$ cat src/include/pead_pkg.sv
package pead_pkg;

    // register byte offsets
    localparam logic [7:0] PEAD_CTRL_OFS = 8'h00;
    localparam logic [7:0] PEAD_LAMP_OFS = 8'h04;
    localparam logic [7:0] PEAD_TEMP_OFS = 8'h08;
    localparam logic [7:0] PEAD_COLR_OFS = 8'h0C;
    localparam logic [7:0] PEAD_RELAY_OFS = 8'h10;
    localparam logic [7:0] PEAD_SEQ_OFS = 8'h14;
    localparam logic [7:0] PEAD_STAT_OFS = 8'h18;

    // reset values
    localparam logic [31:0] PEAD_CTRL_RST = 32'h0000_0000;
    localparam logic [31:0] PEAD_LAMP_RST = 32'h0000_0000;
    localparam logic [31:0] PEAD_TEMP_RST = 32'h0000_0000;
    localparam logic [31:0] PEAD_COLR_RST = 32'h0000_0000;
    localparam logic [31:0] PEAD_RELAY_RST = 32'h0000_0000;
    localparam logic [31:0] PEAD_SEQ_RST = 32'h0001_0100;

    // lamp register fields
    localparam int PEAD_LAMP_ACT_LSB = 0;
    localparam int PEAD_LAMP_CTYPE_LSB = 4;
    localparam int PEAD_LAMP_LEVEL_LSB = 8;
    localparam int PEAD_LAMP_SCENE_LSB = 16;
    localparam int PEAD_LAMP_MASK_LSB = 24;

    // sequence register fields
    localparam int PEAD_SEQ_SHORT_LSB = 0;
    localparam int PEAD_SEQ_DOUBLE_LSB = 2;
    localparam int PEAD_SEQ_NONSTOP_BIT = 4;
    localparam int PEAD_SEQ_IMMED_BIT = 5;
    localparam int PEAD_SEQ_COUNT_LSB = 8;
    localparam int PEAD_SEQ_LEN_LSB = 16;

    // control and relay register fields
    localparam int PEAD_CTRL_LONG_BIT = 0;
    localparam int PEAD_RELAY_SHORT_LSB = 0;
    localparam int PEAD_RELAY_LONG_LSB = 2;
    localparam int PEAD_RELAY_DOUBLE_LSB = 4;
    localparam int PEAD_RELAY_MASK_LSB = 8;

    typedef enum logic [1:0] {
        PEAD_PUSH_SHORT = 2'b00,
        PEAD_PUSH_LONG = 2'b01,
        PEAD_PUSH_DOUBLE = 2'b10,
        PEAD_PUSH_NONE = 2'b11
    } pead_push_t;

    typedef enum logic [2:0] {
        PEAD_DBL_DISABLE = 3'b000,
        PEAD_DBL_OFF = 3'b001,
        PEAD_DBL_LEVEL = 3'b010,
        PEAD_DBL_SCENE = 3'b011,
        PEAD_DBL_LOCK = 3'b100,
        PEAD_DBL_UNLOCK = 3'b101,
        PEAD_DBL_LEVEL_TC = 3'b110,
        PEAD_DBL_LEVEL_COL = 3'b111
    } pead_dbl_t;

    typedef enum logic [2:0] {
        PEAD_CT_PLAIN = 3'b000,
        PEAD_CT_TEMP = 3'b001,
        PEAD_CT_XY = 3'b010,
        PEAD_CT_RGB = 3'b011,
        PEAD_CT_RGBW = 3'b100
    } pead_ctype_t;

    // relay and sequence selectors share codes
    typedef enum logic [1:0] {
        PEAD_SEL_DISABLE = 2'b00,
        PEAD_SEL_ON = 2'b01,
        PEAD_SEL_OFF = 2'b10,
        PEAD_SEL_TOGGLE = 2'b11
    } pead_sel_t;

    typedef struct packed {
        logic valid;
        logic [3:0] lamps;
        logic [2:0] action;
        logic [7:0] level;
        logic [3:0] scene;
        logic [15:0] temp;
        logic [23:0] colour;
    } pead_lamp_cmd_t;

    typedef struct packed {
        logic valid;
        logic [3:0] lamps;
        logic [7:0] level;
    } pead_motion_t;

endpackage

$ cat src/rtl/pead_dispatch.sv
// The register addresses and the AHB-Lite slave port were left to the implementer.
`timescale 1ns/1ns
// Overview of operation
// - double push with off action switches every associated lamp off
// - go-to-level double push sets lamps to the configured level
// - go-to-scene double push recalls the one configured scene of sixteen
// - lock action sets per-lamp lock; locked lamps ignore motion commands
// - unlock action clears the lamp lock; motion commands pass again
// - temperature lamps: level-and-temperature applies brightness and temperature
// - xy, rgb, rgbw lamps: level-and-colour applies brightness and colour
// - relay short push: disabled, on, off or toggle
// - relay long push: disabled, on, off or toggle
// - relay double push: disabled, on, off or toggle
// - toggle inverts the relay on each qualifying push
// - sequence short push: disabled, start, stop or toggle
// - sequence toggle starts when idle, stops when running
// - sequence double push: disabled, start, stop or toggle
// - non-stop cycle setting repeats until a stop arrives
// - counted cycles run exactly 1 to 255 loops then end
// - stop-immediately reaction aborts the current step at once
// - complete-the-cycle reaction finishes the pass then halts
// - a disabled push type has no effect on its target
// - long pushes act only while long-press reporting is enabled
module pead_dispatch
    import pead_pkg::*;
#(
    parameter int N_LAMP = 4,
    parameter int N_RELAY = 4
) (
    input wire logic hclk,
    input wire logic hresetn,
    input wire logic hsel,
    input wire logic [31:0] haddr,
    input wire logic [1:0] htrans,
    input wire logic hwrite,
    input wire logic [2:0] hsize,
    input wire logic [31:0] hwdata,
    input wire logic hready,
    output logic hreadyout,
    output logic hresp,
    output logic [31:0] hrdata,
    input wire logic push_valid,
    input wire pead_push_t push_type,
    input wire logic seq_step_tick,
    input wire pead_motion_t motion_in,
    output pead_lamp_cmd_t lamp_cmd,
    output pead_motion_t motion_out,
    output logic [N_RELAY-1:0] relay_on,
    output logic seq_running,
    output logic [7:0] seq_step,
    output logic [7:0] seq_loops
);

    ////////////////////////////////////////////////////////////////
    // bus slave

    logic [31:0] ctrl_q;
    logic [31:0] lamp_q;
    logic [31:0] temp_q;
    logic [31:0] colr_q;
    logic [31:0] relay_q;
    logic [31:0] seq_q;
    logic wr_pend_q;
    logic [7:0] wr_addr_q;
    logic [N_LAMP-1:0] lock_q;
    logic addr_ok;
    logic [31:0] rd_d;

    assign addr_ok = hsel && htrans[1] && hready;

    always_ff @(posedge hclk or negedge hresetn) begin
        if (!hresetn) begin
            hreadyout <= 1'b0;
            hresp <= 1'b0;
        end else begin
            hreadyout <= 1'b1;
            hresp <= 1'b0;
        end
    end

    always_ff @(posedge hclk or negedge hresetn) begin
        if (!hresetn) begin
            wr_pend_q <= 1'b0;
            wr_addr_q <= 8'h00;
        end else begin
            wr_pend_q <= addr_ok && hwrite;
            wr_addr_q <= haddr[7:0];
        end
    end

    always_ff @(posedge hclk or negedge hresetn) begin
        if (!hresetn) begin
            ctrl_q <= PEAD_CTRL_RST;
            lamp_q <= PEAD_LAMP_RST;
            temp_q <= PEAD_TEMP_RST;
            colr_q <= PEAD_COLR_RST;
            relay_q <= PEAD_RELAY_RST;
            seq_q <= PEAD_SEQ_RST;
        end else if (wr_pend_q) begin
            unique case (wr_addr_q)
                PEAD_CTRL_OFS: begin
                    ctrl_q <= {31'h0000_0000, hwdata[0]};
                end
                PEAD_LAMP_OFS: begin
                    lamp_q <= hwdata;
                end
                PEAD_TEMP_OFS: begin
                    temp_q <= {16'h0000, hwdata[15:0]};
                end
                PEAD_COLR_OFS: begin
                    colr_q <= {8'h00, hwdata[23:0]};
                end
                PEAD_RELAY_OFS: begin
                    relay_q <= hwdata;
                end
                PEAD_SEQ_OFS: begin
                    seq_q <= hwdata;
                end
                default: begin
                end
            endcase
        end
    end

    always_comb begin
        rd_d = 32'h0000_0000;
        unique case (haddr[7:0])
            PEAD_CTRL_OFS: begin
                rd_d = ctrl_q;
            end
            PEAD_LAMP_OFS: begin
                rd_d = lamp_q;
            end
            PEAD_TEMP_OFS: begin
                rd_d = temp_q;
            end
            PEAD_COLR_OFS: begin
                rd_d = colr_q;
            end
            PEAD_RELAY_OFS: begin
                rd_d = relay_q;
            end
            PEAD_SEQ_OFS: begin
                rd_d = seq_q;
            end
            PEAD_STAT_OFS: begin
                rd_d[3:0] = 4'(relay_on);
                rd_d[7:4] = 4'(lock_q);
                rd_d[8] = seq_running;
                rd_d[23:16] = seq_loops;
                rd_d[31:24] = seq_step;
            end
            default: begin
                rd_d = 32'h0000_0000;
            end
        endcase
    end

    always_ff @(posedge hclk or negedge hresetn) begin
        if (!hresetn) begin
            hrdata <= 32'h0000_0000;
        end else if (addr_ok && !hwrite) begin
            hrdata <= rd_d;
        end
    end

    ////////////////////////////////////////////////////////////////
    // push qualification

    logic ev_short;
    logic ev_long;
    logic ev_double;

    assign ev_short = push_valid && push_type == PEAD_PUSH_SHORT;
    assign ev_long = push_valid && push_type == PEAD_PUSH_LONG
        && ctrl_q[PEAD_CTRL_LONG_BIT];
    assign ev_double = push_valid && push_type == PEAD_PUSH_DOUBLE;

    ////////////////////////////////////////////////////////////////
    // lamp double push

    pead_dbl_t dbl_act;
    pead_ctype_t ctype;
    logic [N_LAMP-1:0] lamp_mask;
    logic dbl_ok;

    assign dbl_act = pead_dbl_t'(lamp_q[PEAD_LAMP_ACT_LSB+:3]);
    assign ctype = pead_ctype_t'(lamp_q[PEAD_LAMP_CTYPE_LSB+:3]);
    assign lamp_mask = N_LAMP'(lamp_q[PEAD_LAMP_MASK_LSB+:8]);

    always_comb begin
        dbl_ok = 1'b1;
        unique case (dbl_act)
            PEAD_DBL_DISABLE: begin
                dbl_ok = 1'b0;
            end
            PEAD_DBL_LEVEL_TC: begin
                dbl_ok = ctype == PEAD_CT_TEMP;
            end
            PEAD_DBL_LEVEL_COL: begin
                dbl_ok = ctype == PEAD_CT_XY
                    || ctype == PEAD_CT_RGB
                    || ctype == PEAD_CT_RGBW;
            end
            default: begin
                dbl_ok = 1'b1;
            end
        endcase
    end

    always_ff @(posedge hclk or negedge hresetn) begin
        if (!hresetn) begin
            lamp_cmd <= '0;
        end else begin
            lamp_cmd.valid <= ev_double && dbl_ok
                && dbl_act != PEAD_DBL_LOCK
                && dbl_act != PEAD_DBL_UNLOCK;
            lamp_cmd.lamps <= 4'(lamp_mask);
            lamp_cmd.action <= dbl_act;
            lamp_cmd.level <= lamp_q[PEAD_LAMP_LEVEL_LSB+:8];
            lamp_cmd.scene <= lamp_q[PEAD_LAMP_SCENE_LSB+:4];
            lamp_cmd.temp <= temp_q[15:0];
            lamp_cmd.colour <= colr_q[23:0];
        end
    end

    ////////////////////////////////////////////////////////////////
    // motion lock

    always_ff @(posedge hclk or negedge hresetn) begin
        if (!hresetn) begin
            lock_q <= '0;
        end else if (ev_double && dbl_act == PEAD_DBL_LOCK) begin
            lock_q <= lock_q | lamp_mask;
        end else if (ev_double && dbl_act == PEAD_DBL_UNLOCK) begin
            lock_q <= lock_q & ~lamp_mask;
        end
    end

    always_ff @(posedge hclk or negedge hresetn) begin
        if (!hresetn) begin
            motion_out <= '0;
        end else begin
            motion_out.lamps <= motion_in.lamps & ~4'(lock_q);
            motion_out.level <= motion_in.level;
            motion_out.valid <= motion_in.valid
                && |(motion_in.lamps & ~4'(lock_q));
        end
    end

    ////////////////////////////////////////////////////////////////
    // relays

    pead_sel_t rel_sel;
    logic [N_RELAY-1:0] rel_mask;

    assign rel_mask = N_RELAY'(relay_q[PEAD_RELAY_MASK_LSB+:4]);

    always_comb begin
        rel_sel = PEAD_SEL_DISABLE;
        if (ev_short) begin
            rel_sel = pead_sel_t'(relay_q[PEAD_RELAY_SHORT_LSB+:2]);
        end else if (ev_long) begin
            rel_sel = pead_sel_t'(relay_q[PEAD_RELAY_LONG_LSB+:2]);
        end else if (ev_double) begin
            rel_sel = pead_sel_t'(relay_q[PEAD_RELAY_DOUBLE_LSB+:2]);
        end
    end

    always_ff @(posedge hclk or negedge hresetn) begin
        if (!hresetn) begin
            relay_on <= '0;
        end else begin
            unique case (rel_sel)
                PEAD_SEL_DISABLE: begin
                    relay_on <= relay_on;
                end
                PEAD_SEL_ON: begin
                    relay_on <= relay_on | rel_mask;
                end
                PEAD_SEL_OFF: begin
                    relay_on <= relay_on & ~rel_mask;
                end
                PEAD_SEL_TOGGLE: begin
                    relay_on <= relay_on ^ rel_mask;
                end
            endcase
        end
    end

    ////////////////////////////////////////////////////////////////
    // sequence

    typedef enum logic [1:0] {
        PEAD_SQ_IDLE = 2'b00,
        PEAD_SQ_RUN = 2'b01,
        PEAD_SQ_DRAIN = 2'b10
    } pead_sq_t;

    pead_sq_t sq_q;
    pead_sq_t sq_d;
    pead_sel_t seq_sel;
    logic seq_start;
    logic seq_stop;
    logic pass_end;
    logic loops_done;
    logic [7:0] seq_len;
    logic [7:0] seq_count;

    assign seq_len = seq_q[PEAD_SEQ_LEN_LSB+:8];
    assign seq_count = seq_q[PEAD_SEQ_COUNT_LSB+:8];

    always_comb begin
        seq_sel = PEAD_SEL_DISABLE;
        if (ev_short) begin
            seq_sel = pead_sel_t'(seq_q[PEAD_SEQ_SHORT_LSB+:2]);
        end else if (ev_double) begin
            seq_sel = pead_sel_t'(seq_q[PEAD_SEQ_DOUBLE_LSB+:2]);
        end
    end

    always_comb begin
        seq_start = 1'b0;
        seq_stop = 1'b0;
        unique case (seq_sel)
            PEAD_SEL_DISABLE: begin
                seq_start = 1'b0;
            end
            PEAD_SEL_ON: begin
                seq_start = 1'b1;
            end
            PEAD_SEL_OFF: begin
                seq_stop = 1'b1;
            end
            PEAD_SEL_TOGGLE: begin
                seq_start = sq_q == PEAD_SQ_IDLE;
                seq_stop = sq_q != PEAD_SQ_IDLE;
            end
        endcase
    end

    assign pass_end = seq_step_tick
        && (seq_step + 8'h01 >= seq_len);
    assign loops_done = !seq_q[PEAD_SEQ_NONSTOP_BIT]
        && (seq_loops + 8'h01 >= seq_count);

    always_comb begin
        sq_d = sq_q;
        unique case (sq_q)
            PEAD_SQ_IDLE: begin
                if (seq_start) begin
                    sq_d = PEAD_SQ_RUN;
                end
            end
            PEAD_SQ_RUN: begin
                if (seq_stop && seq_q[PEAD_SEQ_IMMED_BIT]) begin
                    sq_d = PEAD_SQ_IDLE;
                end else if (pass_end && loops_done) begin
                    sq_d = PEAD_SQ_IDLE;
                end else if (seq_stop) begin
                    sq_d = PEAD_SQ_DRAIN;
                end
            end
            PEAD_SQ_DRAIN: begin
                if (seq_stop && seq_q[PEAD_SEQ_IMMED_BIT]) begin
                    sq_d = PEAD_SQ_IDLE;
                end else if (pass_end) begin
                    sq_d = PEAD_SQ_IDLE;
                end
            end
            default: begin
                sq_d = PEAD_SQ_IDLE;
            end
        endcase
    end

    always_ff @(posedge hclk or negedge hresetn) begin
        if (!hresetn) begin
            sq_q <= PEAD_SQ_IDLE;
        end else begin
            sq_q <= sq_d;
        end
    end

    always_ff @(posedge hclk or negedge hresetn) begin
        if (!hresetn) begin
            seq_step <= 8'h00;
            seq_loops <= 8'h00;
        end else if (sq_d == PEAD_SQ_IDLE) begin
            seq_step <= 8'h00;
            seq_loops <= 8'h00;
        end else if (sq_q == PEAD_SQ_IDLE) begin
            seq_step <= 8'h00;
            seq_loops <= 8'h00;
        end else if (pass_end) begin
            seq_step <= 8'h00;
            seq_loops <= seq_loops + 8'h01;
        end else if (seq_step_tick) begin
            seq_step <= seq_step + 8'h01;
        end
    end

    always_ff @(posedge hclk or negedge hresetn) begin
        if (!hresetn) begin
            seq_running <= 1'b0;
        end else begin
            seq_running <= sq_d != PEAD_SQ_IDLE;
        end
    end

endmodule // pead_dispatch

$ cat config.mk
export PLATFORM = sky130hd
export DESIGN_NAME = pead_dispatch
export DESIGN_NICKNAME = d
export VERILOG_FILES = /design/src/include/pead_pkg.sv /design/src/rtl/pead_dispatch.sv
export SDC_FILE = /design/constraint.sdc
export NUM_CORES = 1
export LEC_CHECK = 0
export ABC_AREA = 1
export BUFFER_PORTS_ARGS = -buffer_cell sky130_fd_sc_hd__buf_4
export CORE_MARGIN = 1
export CORE_UTILIZATION = 42
export CTS_CLUSTER_DIAMETER = 50
export DETAILED_ROUTE_END_ITERATION = 7
export PLACE_DENSITY = 0.69
export SLEW_MARGIN = 15
export SYNTH_ARGS = -nofsm -noshare
export SYNTH_HDL_FRONTEND = slang
export SYNTH_SLANG_ARGS = --single-unit
$ cat constraint.sdc
create_clock -name hclk -period 3.67 [get_ports hclk]
set_clock_uncertainty 0.2 [all_clocks]
set_input_delay 0.367 -clock hclk [delete_from_list [all_inputs] [get_ports hclk]]
set_output_delay 0.367 -clock hclk [all_outputs]
set_load 0.01 [all_outputs]
Yosys cells after proc, flatten, opt, wreduce, memory -nomap -nowiden
Cells that the tools add are included.

Register bits: 279. RAM bits: 0. Memory bits (read-only): 0. Memories kept: 0. Bits of input ports: 91. Output and inout port bits: 128. Latch bits: 0. Logic and storage cells: 139.

Shifts and indexed selects: 0. Div/mod/pow operators: 0. Reductions and logical operators: 41. Bitwise gates (word level): 9. Multipliers: 0. Multiplexer cells: 28. Equality and inequality tests: 31. $add $sub $neg: 2. Order comparisons: 2.

Operator list (number): $pmux W16 S5 (1); $pmux W9 S7 (1); $mux W8 (7); $eq A8 B5 Y1 const B (5); $pmux W7 S5 (1); $eq A8 B4 Y1 const B (4); $mux W2 (11); $logic_and A1 B1 Y1 (18); $add A8 B1 Y8 const B (2); $eq A8 B3 Y1 const B (2); $ge A8 B8 Y1 (2); $logic_not A8 Y1 (2); $eq A3 B3 Y1 const B (5); $and A4 B4 Y4 (3); $eq A2 B2 Y1 const B (6); $not A4 Y4 (3); $pmux W4 S3 (1); $reduce_and A2 Y1 (6); $eq A2 B1 Y1 const B (4); $logic_not A2 Y1 (4); $mux W4 (2); $or A4 B4 Y4 (2); $eq A3 B2 Y1 const B (2); $ne A3 B3 Y1 const B (2); 12 further kinds (17).

Longest topological paths before layout
Gate-level depths: netlist (run 1).

Depth after elaboration: 12. Mapped depth: 20. Gate-level depth less buffers: 19.

Worst setup path before layout (run 1)
No wires, ideal clock.

Path kind: reg-to-reg. From: register seq_step[0]. To: register seq_step[6]. Data required time: 3351 ps. Path buffers: 1. Arrival: 2517 ps. Library setup time: 119 ps. Stages on the path, launching flop included: 18. Setup slack: 835 ps. Clock period less this slack: 2835 ps. Cell sequence: dfrtp_1 -> ha_1 -> nand3_1 -> nor3_1 -> xor2_1 -> inv_1 -> ha_1 -> nand2_1 -> o21a_1 -> a21oi_4 -> nand2_4 -> nand2_1 -> nand2_1 -> nand2_2 -> nand2_4 -> buf_6 -> nand4_1 -> nand2_1.

Word-level cells in the longest chain between the ends: 9. Elaborated cells between the ends (all ways): 15. Those cells by class: add/sub: 1; order compare: 1; mux: 9; reduce/logical: 4.

Ends and longest elaborated chain: start: declaration (RTL line pead_dispatch.sv:50) `output logic [7:0] seq_step,`; start signal: assignment (RTL line pead_dispatch.sv:399) `seq_step <= seq_step + 8'h01;`; $add A8 B1 Y8 (*) (RTL line pead_dispatch.sv:343, pead_dispatch.sv:399); $ge A8 B8 Y1 (RTL line pead_dispatch.sv:343) `&& (seq_step + 8'h01 >= seq_len);`; $logic_and A1 B1 Y1 (RTL line pead_dispatch.sv:343); $logic_and A1 B1 Y1 (RTL line pead_dispatch.sv:358) `end else if (pass_end && loops_done) begin`; $mux W2 (RTL line pead_dispatch.sv:358); $mux W2 (RTL line pead_dispatch.sv:356) `if (seq_stop && seq_q[PEAD_SEQ_IMMED_BIT]) begin`; $pmux W2 S3 (RTL line pead_dispatch.sv:349) `unique case (sq_q)`; $logic_not A2 Y1 (RTL line pead_dispatch.sv:389) `end else if (sq_d == PEAD_SQ_IDLE) begin`; $reduce_bool A4 Y1 (no line) / $mux W8 (equally long branches).

Mark *: on every way between the ends. The rest lies on a longest branch, timed or not. The select of a mux whose other input is x is not followed. A chain may end at the register's enable or synchronous reset.

Worst setup path after layout (run 1)
From: register seq_step[2]. To: register seq_loops[5].

Word-level cells in the longest chain between the ends: 9. Elaborated cells between the ends (all ways): 12. Those cells by class: add/sub: 1; order compare: 1; mux: 6; reduce/logical: 4.

Ends and longest elaborated chain: $add A8 B1 Y8 (*) (RTL line pead_dispatch.sv:343); $ge A8 B8 Y1 (*) (RTL line pead_dispatch.sv:343); $logic_and A1 B1 Y1 (*) (RTL line pead_dispatch.sv:343); $logic_and A1 B1 Y1 (RTL line pead_dispatch.sv:358); $mux W2 (RTL line pead_dispatch.sv:358); $mux W2 (RTL line pead_dispatch.sv:356); $pmux W2 S3 (RTL line pead_dispatch.sv:349); $logic_not A2 Y1 (RTL line pead_dispatch.sv:389); $reduce_bool A3 Y1 (no line) / $mux W8 (equally long branches); end signal: assignment (RTL line pead_dispatch.sv:397) `seq_loops <= seq_loops + 8'h01;`; end: declaration (RTL line pead_dispatch.sv:51) `output logic [7:0] seq_loops`.

Mark *: on every way between the ends. The rest lies on a longest branch, timed or not.

==> run metrics, run 1 <==
vias in the first global route 9266; Mapped Nets 1295; share of layout cells above drive strength 1 20.12%; I/O Buffers 189; Worst-Margin Slew 1061 ps; CP startpoint kind flop; Setup CP Type reg -> reg; Peak Freq 310.0 MHz; hpwl dp 20500 um; synthesized cell area 11400 um^2; static leakage 0.007466 uW; crit-path max cell delay 490 ps; postcts setup bufs 0; post-synthesis register bit count 279; cts repair resizes 0; die footprint 27800 um^2; root buffer cell clkbuf_16; WL per Instance 17.49 um; CP max FO 18; Min-Delay Startpoint hwdata[4]; unique cell type count in the Yosys netlist 43; clock tree from TritonCTS yes; area share of the largest cell type after synthesis 60.82%; Max H-tree Level 2; synth-to-layout area growth 30.71%; Final Max Tran Viols 0; main flop type after synthesis dfrtp_1; HP Class in -> reg; FFs w/ async S/R, synth 100.0%; Critical Path RT 3880 ps; crit end category flop; final setup fails 0; cell taking the most area after synthesis dfrtp_1; Synth Instances 1178; drt drc 0; RSZ-0062 raised after global routing no; status finished clean; DR pass1 iterations 5; Rows 59; Core Util, Final 56.53%; Synth area leaders dfrtp_1, nand2_1, o21ai_0; WHS 9.566 ps; Mean Syn Cell Area 9.675 um^2; hold path cells 3; design area 14900 um^2; GRT overflow 0; clk sinks 279; largest net degree at the start of global routing 78; Reg2Reg Launch Point seq_step[2]; R2R Path End seq_loops[5]; die span in y 166.7 um; number of vias per cell 5.185; Power per Cell Area 491.0 nW/um^2; final WL 31240 um; Ys Warns 0; Clock Path Buffers 3; initial drt markers 657; core area 26350 um^2; hold buffers post-CTS 50; starting density of the core 43.25%; Slew headroom 29.07%; I/O pin count 219; layout net count 1542; antenna violations before repair 0; Max-cap violations 0; GPL Wtd Cong 0.8707; EDFF count, synth 0; final hold vios 0; Setup TNS 0 ps; Hold Path End relay_q[4]; number of CTS-inserted buffers 35; # diodes 0; post-route ant nets 0; Post-synth top cells nand2_1, dfrtp_1, o21ai_0, inv_1, nor2_1; register clock-pin slew on the reported worst setup and hold paths 60 ps; final worst path period share 87.90%; most numerous cell in the Yosys netlist nand2_1; maximum vdd drop 0.2785 mV; dpl cell area 13230 um^2; die outline width 166.7 um; vias post-DR 9260; R2R Setup Slk 440 ps; r2r worst-path depth 15; Crit path arrival time 3440 ps; Seq/Total Area, Yosys 61.28%; total power 7314 uW; Total Routing Usage GR 22.96%; first-pass GRT wire length 50430 um; Worst-Skew Late Latency 520 ps; Final min period 3226 ps; Critical Path, Cell by Cell nand3_1, nor3_1, nand2_1, xor2_1, ha_1, a21oi_1, o21a_1, nand2_1, nand2_2, nand3_1, nand2_1, nand2_2, nand2_4, nand2_2, a21oi_1; slowest cell on the critical path dfrtp_1
[kinds of logic after synthesis]
| logic type | Yosys count | synth area share (%) |
|---|---|---|
| flops | 279 | 61.28 |
| compound gates | 279 | 14.06 |
| simple gates | 407 | 14.88 |
| xor+xnor | 11 | 0.8453 |
| mux | 1 | 0.08783 |
| fa+ha+maj | 26 | 2.854 |
| other cells | 2 | 0.06589 |
| buf+inv | 173 | 5.928 |
[worst max-delay path: cells and delay by family (launching register included)]
kind                     cells  cell delay (ps)
XOR/XNOR                     1              190
AO/OA/AOI/OAI                3              550
adder cells (fa/ha/maj)      1              270
AND/OR/NAND/NOR             10             1420
flip-flops                   1              490
[layout make-up]
cell class / instances / area [um^2]
fill: 2235 / 11460
sequential: 279 / 6984
multi-input combinational: 726 / 3754
timing repair buffer: 258 / 2107
clock buffer: 47 / 991.0
inverter: 125 / 469.2
tap: 335 / 419.2
clock inverter: 16 / 172.7
[worst max-delay path by stage]
stage | startpoint | end | slack [ps] | depth (start not counted)
after detailed placement | seq_step[1] | seq_loops[5] | 490 | 16
final | seq_step[2] | seq_loops[5] | 440 | 15
after global placement | seq_step[1] | seq_loops[0] | 580 | 16
after global routing | seq_step[2] | seq_loops[5] | 180 | 15
after floorplan | seq_step[0] | seq_step[6] | 830 | 17
after CTS | seq_step[2] | seq_loops[5] | 470 | 15
[state kept, by name, summed over array words and instances, names as in the netlist, 2 cells and up, named ones only]
signal,count
colr_q,24
hrdata,32
lamp_cmd,60
lamp_q,32
motion_out,13
relay_on,4
relay_q,32
seq_loops,8
seq_q,32
seq_step,8
sq_q,2
temp_q,16
wr_addr_q,8
[per-layer routing]
| metal | share of wire [%] | vias to the layer above | global-route usage (%) |
|---|---|---|---|
| li1 | - | 4409 | - |
| met4 | 2.7 | 0 | 7.528 |
| met1 | 44 | 4452 | 31.46 |
| met2 | 47 | 334 | 37.36 |
| met5 | 0 | - | 0 |
| met3 | 6.2 | 65 | 3.683 |
[metrics by stage]
step	instances	setup slack, ps
after floorplan	1178	834.8
after global placement	1673	575.4
after detailed placement	1673	491.3
after CTS	1786	470.0
after global routing	1786	178.4
final	1786	444.2
[placed cells by master (no fill, tap or decap), drive strengths merged]
master / instances
o22ai: 6
bufinv: 2
nand3: 20
nor3: 19
a22o: 11
a21o: 1
xnor2: 1
xor2: 10
buf: 208
clkinv: 7
inv: 132
or2: 2
o41a: 1
nand2: 298
clkbuf: 47
dfstp: 2
o2111ai: 2
o21a: 1
dlygate4sd3: 50
conb: 2
nand4: 19
a32o: 2
or3: 1
nor4: 1
a22oi: 4
a221oi: 22
a211oi: 1
mux2i: 1
o21ai: 178
a21oi: 41
dfrtp: 277
nor3b: 1
nor2: 46
a31oi: 9
ha: 26
[report_power, final]
group / total (uW) / switching (uW) / leakage [uW] / internal, uW
registers: 3260 / 75.5 / 0.00280 / 3180
logic: 651 / 393 / 0.00409 / 258
clock network: 3410 / 1340 / 0.000579 / 2070
total: 7310 / 1810 / 0.00747 / 5510
(Power assumes the default switching activity.)
==> run 2, diff against run 1 <==
Settings changed: ABC_AREA 1 to not set.
==> run 2 against run 1 <==
Worst hold slack better by 7.2 ps. Highest routed layer unchanged. Non-clock buffer count is 15 higher. Largest cell class unchanged. Routed wire length up 0.35%.
==> run metrics, run 2 <==
Synth area leaders dfrtp_1, mux2_2, ha_1; status finished clean; register clock-pin slew on the reported worst setup and hold paths 60 ps (about the same); main flop type after synthesis dfrtp_1; synth-to-layout area growth 31.13%; most frequent cells in the layout dfrtp_1, buf_4, mux2_2; Mapped Nets 1023 (-21%); CP startpoint kind flop; most numerous cell in the Yosys netlist dfrtp_1; clk sinks 279 (unchanged); cell taking the most area after synthesis dfrtp_1; first-pass GRT wire length 48910 um (-3.0%); DR pass1 iterations 5 (unchanged); hold buffers post-CTS 57 (+14%); drt drc 0 (unchanged); max FFs per register 60 (unchanged); static leakage 0.007225 uW (-3.2%); postcts setup bufs 0 (unchanged); Fill cells 2324 (+4.0%); Sw Pwr 1894 uW (+4.8%); largest register by flop count lamp_cmd; Sequential Power Share 44.5% (about the same); core area 27180 um^2 (+3.1%); WL per Instance 19.99 um (+14%); Seq/Total Area, Yosys 59.47% (-1.8 points); commonest non-fill, non-tap cell in the layout dfrtp_1; Total Routing Usage GR 22.26% (-0.70 points); Worst-Margin Slew 888.5 ps (-172.9 ps); Max-cap violations 0 (unchanged); Clock Path Buffers 3 (unchanged); die footprint 28640 um^2 (+3.0%); Peak Freq 305.8 MHz (-1.4%); Crit path arrival time 3450 ps (about the same); vias post-DR 8368 (-9.6%); final WL 31350 um (+0.35%); I/O pin count 219 (unchanged); number of CTS-inserted buffers 35 (unchanged); GPL Wtd Cong 0.8576 (-1.5%); synthesized cell area 11750 um^2 (+3.1%); CP max FO 11 (-7); number of vias per cell 5.337 (+2.9%); # diodes 0 (unchanged); GRT overflow 0 (unchanged); clock share of power 44.6% (-2.0 points); vias in the first global route 8499 (-8.3%); Setup CP Type reg -> reg; cts repair resizes 0 (unchanged); post-route ant nets 0 (unchanged); layout net count 1288 (-16%); root buffer cell clkbuf_16; antenna violations before repair 1 (+1); Final min period 3270 ps (+44.24 ps); maximum vdd drop 0.2800 mV (+0.54%); Mean Syn Cell Area 12.96 um^2 (+34%); Max H-tree Level 2 (unchanged); Slew headroom 40.77% (+12 points); HP Class in -> reg; final setup fails 0 (unchanged); EDFF count, synth 0 (unchanged); Comb power frac 10.9% (+2.0 points); Final Max Tran Viols 0 (unchanged); initial drt markers 717 (+9.1%); post-synthesis register bit count 279 (unchanged); die outline width 169.2 um (+1.5%); Ys Warns 0 (unchanged); sequential cell area 6984 um^2 (unchanged); final worst path period share 89.10% (+1.2 points); Critical Path RT 3850 ps (-30 ps); RSZ-0062 raised after global routing no; Setup TNS 0 ps (unchanged); Rows 60 (+1.7%); I/O Buffers 189 (unchanged); Core Util, Final 56.67% (+0.15 points); share of layout cells above drive strength 1 36.62% (+16 points); clock tree from TritonCTS yes; Post-synth top cells dfrtp_1, mux2_2, nand2_1, o21ai_0, inv_1; largest net degree at the start of global routing 106 (+36%); final hold vios 0 (unchanged); hpwl dp 21420 um (+4.5%); area share of the largest cell type after synthesis 59.02% (-1.8 points); P_int 5626 uW (+2.2%); Worst-Skew Late Latency 520 ps (about the same); area of the multi-input gates 4425 um^2 (+18%); Switching Fraction 25.19% (+0.47 points); crit end category flop; FFs w/ async S/R, synth 100.0% (unchanged); Power per Cell Area 488.3 nW/um^2 (-0.55%); die span in y 169.2 um (+1.5%); Synth Instances 906 (-23%); unique cell type count in the Yosys netlist 67 (+56%); starting density of the core 43.22% (about the same)
-- run 2: cells by family (layout without fill, tap and decap cells) --
| logic type | count (synthesis) | count (layout) | share of synthesized area (%) |
|---|---|---|---|
| xor+xnor | 14 | 14 | 1.044 |
| simple gates | 187 | 187 | 8.682 |
| fa+ha+maj | 26 | 26 | 2.770 |
| mux | 162 | 162 | 15.80 |
| other cells | 2 | 2 | 0.06394 |
| flops | 279 | 279 | 59.47 |
| buf+inv | 80 | 370 | 2.908 |
| compound gates | 156 | 156 | 9.268 |
-- run 2: per-stage QoR --
| step | power [uW] | instance area (um^2) | worst slack [ps] | std cells | hold WS, ps |
|---|---|---|---|---|---|
| finish | 7520 | 15400 | 399.9 | 1568 | 16.72 |
| global route | 7829 | 15400 | 117.3 | 1568 | 28.44 |
| CTS | 7616 | 15400 | 391.3 | 1568 | 1.414 |
| detailed placement | 4180 | 13690 | 421.6 | 1449 | 181.4 |
| global placement | 4155 | 13690 | 448.0 | 1449 | 176.8 |
| floorplan | 3740 | 11750 | 500.8 | 906 | -128.6 |
-- run 2: worst paths after layout --
check,startpoint,endpoint,slack [ps],cells past startpoint
max in group asynchronous,hresetn,wr_addr_q[4],2040,3
min,seq_step_tick,seq_step[7],20,3
min in group asynchronous,hresetn,relay_q[6],290,2
min reg2reg,colr_q[23],lamp_cmd[23],180,0
max,seq_loops[0],seq_step[2],400,12
max reg2reg,seq_loops[0],seq_step[2],400,12
-- run 2: power by group through the flow --
stage          sequential (uW)  clock, uW  combinational (uW)
3_5_place_dp              3400          0                 780
3_3_place_gp              3400          0                 760
6_report                  3350       3360                 818
2_1_floorplan             3410          0                 332
4_1_cts                   3350       3440                 832
5_1_grt                   3360       3560                 903
-- run 2: final cells by class --
| type | count | share of cell area [%] |
|---|---|---|
| Timing Repair Buffer | 273 | 14.61 |
| Multi-Input combinational cell | 547 | 28.74 |
| Sequential cell | 279 | 45.35 |
| Clock buffer | 41 | 6.101 |
| Inverter | 35 | 0.8530 |
| Tap cell | 372 | 3.022 |
| Clock inverter | 21 | 1.332 |
-- run 2: layer usage --
metal	up-vias	part of all wire [%]	GRT usage, %
met5	-	0	0
met4	0	2.2	6.463
met3	49	5.8	3.965
met2	257	48	35.86
met1	4247	44	30.81
li1	3815	-	-
-- run 2: worst max-delay path: stages (launching register included) --
cell and delay (ps):
dfrtp_1 480, ha_1 270, nand3_1 170, inv_1 90, nand3_1 130, xnor2_1 180
ha_1 320, nand4_1 90, nor3_1 170, a2bb2oi_1 120, a22oi_1 550, buf_4 310
a31oi_1 60
==> run 3, diff against run 2 <==
Settings changed: CORE_UTILIZATION 42 to 43, PLACE_DENSITY 0.69 to 0.7.
==> run 3 against run 2 <==
Highest routed layer unchanged. Critical path depth down 1. Non-clock buffer count grew 4. Largest power group unchanged. Routed wire length increased by 1.6%. Via count grew 0.61%.
==> run metrics, run 3 (synthesis gave the netlist of run 2 again) <==
status finished clean; max FFs per register 60 (unchanged); synth-to-layout area growth 30.96%; final setup fails 0 (unchanged); number of vias per cell 5.467 (+2.4%); maximum vdd drop 0.3061 mV (+9.3%); Worst-Skew Late Latency 510 ps (about the same); worst path buffer plus inverter count 1 (-1); register clock-pin slew on the reported worst setup and hold paths 60 ps (about the same); CP startpoint kind flop; Max-cap violations 0 (unchanged); Final Max Tran Viols 0 (unchanged); slowest cell on the critical path dfrtp_1; Peak Freq 308.5 MHz (+0.89%); crit-path leading delay family simple AND/OR/NAND/NOR gates; Power per Cell Area 491.4 nW/um^2 (+0.64%); Setup TNS 0 ps (unchanged); clk sinks 279 (unchanged); Fill cells 2220 (-4.5%); Core Util, Final 57.23% (+0.56 points); Crit path arrival time 3470 ps (+20 ps); root buffer cell clkbuf_16; commonest non-fill, non-tap cell in the layout dfrtp_1; die outline width 167.3 um (-1.2%); DR pass1 iterations 5 (unchanged); CP dominant cell by count ha_1; postcts setup bufs 0 (unchanged); Clock Path Buffers 3 (unchanged); HP Class in -> reg; GRT overflow 0 (unchanged); vias in the first global route 8613 (+1.3%); GPL Wtd Cong 0.8570 (about the same); final worst path period share 88.32% (-0.79 points); Max H-tree Level 2 (unchanged); Slew headroom 40.96% (+0.20 points); Total Routing Usage GR 23.09% (+0.83 points); static leakage 0.007245 uW (+0.28%); layout net count 1291 (+0.23%); first-pass GRT wire length 49580 um (+1.4%); most frequent cells in the layout dfrtp_1, buf_4, mux2_2; I/O pin count 219 (unchanged); hpwl dp 21700 um (+1.3%); share of layout cells above drive strength 1 36.53% (-0.092 points); Critical Path, Cell by Cell ha_1, nand3_1, or2_2, xnor2_1, ha_1, and4_1, and2_1, a32oi_1, a22oi_1, buf_4, a31oi_1; Setup CP Type reg -> reg; vias post-DR 8419 (+0.61%); final hold vios 0 (unchanged); antenna violations before repair 0 (-1); drt drc 0 (unchanged); crit-path max cell delay 510 ps (-40 ps); RSZ-0062 raised after global routing no; largest register by flop count lamp_cmd; Worst-Margin Slew 885.5 ps (-2.961 ps); die footprint 27980 um^2 (-2.3%); core area 26880 um^2 (-1.1%); Rows 60 (unchanged); largest net degree at the start of global routing 116 (+9.4%); Final min period 3241 ps (-28.90 ps); Critical Path RT 3900 ps (+50 ps); initial drt markers 672 (-6.3%); clock tree from TritonCTS yes; I/O Buffers 189 (unchanged); post-route ant nets 0 (unchanged); starting density of the core 43.70% (+0.48 points); WL per Instance 20.68 um (+3.4%); die span in y 167.3 um (-1.2%); CP max FO 16 (+5); # diodes 0 (unchanged); number of CTS-inserted buffers 34 (-2.9%); final WL 31840 um (+1.6%); crit end category flop
run 3: report_power, final:
group          switching (uW)  internal, uW  total, uW
Clock                    1290          2120       3410
Sequential                137          3230       3360
Combinational             401           386        786
run 3: path summary, 6_finish.rpt:
kind	depth (start not counted)	from	slack [ps]	end
min	3	seq_step_tick	10	seq_step[3]
max reg2reg	11	seq_step[0]	430	seq_step[2]
max in group asynchronous	3	hresetn	2050	lamp_q[30]
min reg2reg	0	colr_q[21]	190	lamp_cmd[21]
min in group asynchronous	2	hresetn	320	lamp_cmd[11]
max	11	seq_step[0]	430	seq_step[2]
run 3: cell type report:
cell class,instances,area [um^2],share of cell area (%)
Sequential cell,279,6984,45.41
Clock buffer,50,1045,6.792
Inverter,35,131.4,0.8541
Clock inverter,11,113.9,0.7403
Multi-Input combinational cell,547,4425,28.77
Timing Repair Buffer,277,2255,14.66
Tap cell,341,426.7,2.774
run 3: metal layers:
layer | track usage [%] | vias to the layer above | part of all wire, % | wire length [um]
li1 | - | 3822 | - | -
met1 | 31.29 | 4272 | 44 | 13910
met2 | 37.62 | 264 | 48 | 15160
met3 | 4.254 | 61 | 5.7 | 1819
met4 | 7.499 | 0 | 3.0 | 956
met5 | 0 | - | 0 | 0
run 3: worst min-delay path: stages:
cell	delay, ps
buf_4	170
nand4_1	80
a21oi_1	60
run 3: what timing repair did:
item,in CTS,in global routing
hold buffers,57,0
resized for setup,0,0
endpoints found under the hold margin,268,0
run 3: stage by stage:
| stage | setup slack [ps] | hold WS, ps | cells | total power, uW | instance area, um^2 |
|---|---|---|---|---|---|
| floorplan | 500.8 | -128.6 | 906 | 3740 | 11750 |
| global placement | 504.7 | 177.4 | 1422 | 4135 | 13650 |
| detailed placement | 404.0 | 179.0 | 1422 | 4159 | 13650 |
| CTS | 387.0 | 0.1291 | 1540 | 7610 | 15380 |
| global route | 144.1 | 12.21 | 1540 | 7836 | 15380 |
| finish | 428.8 | 13.37 | 1540 | 7558 | 15380 |
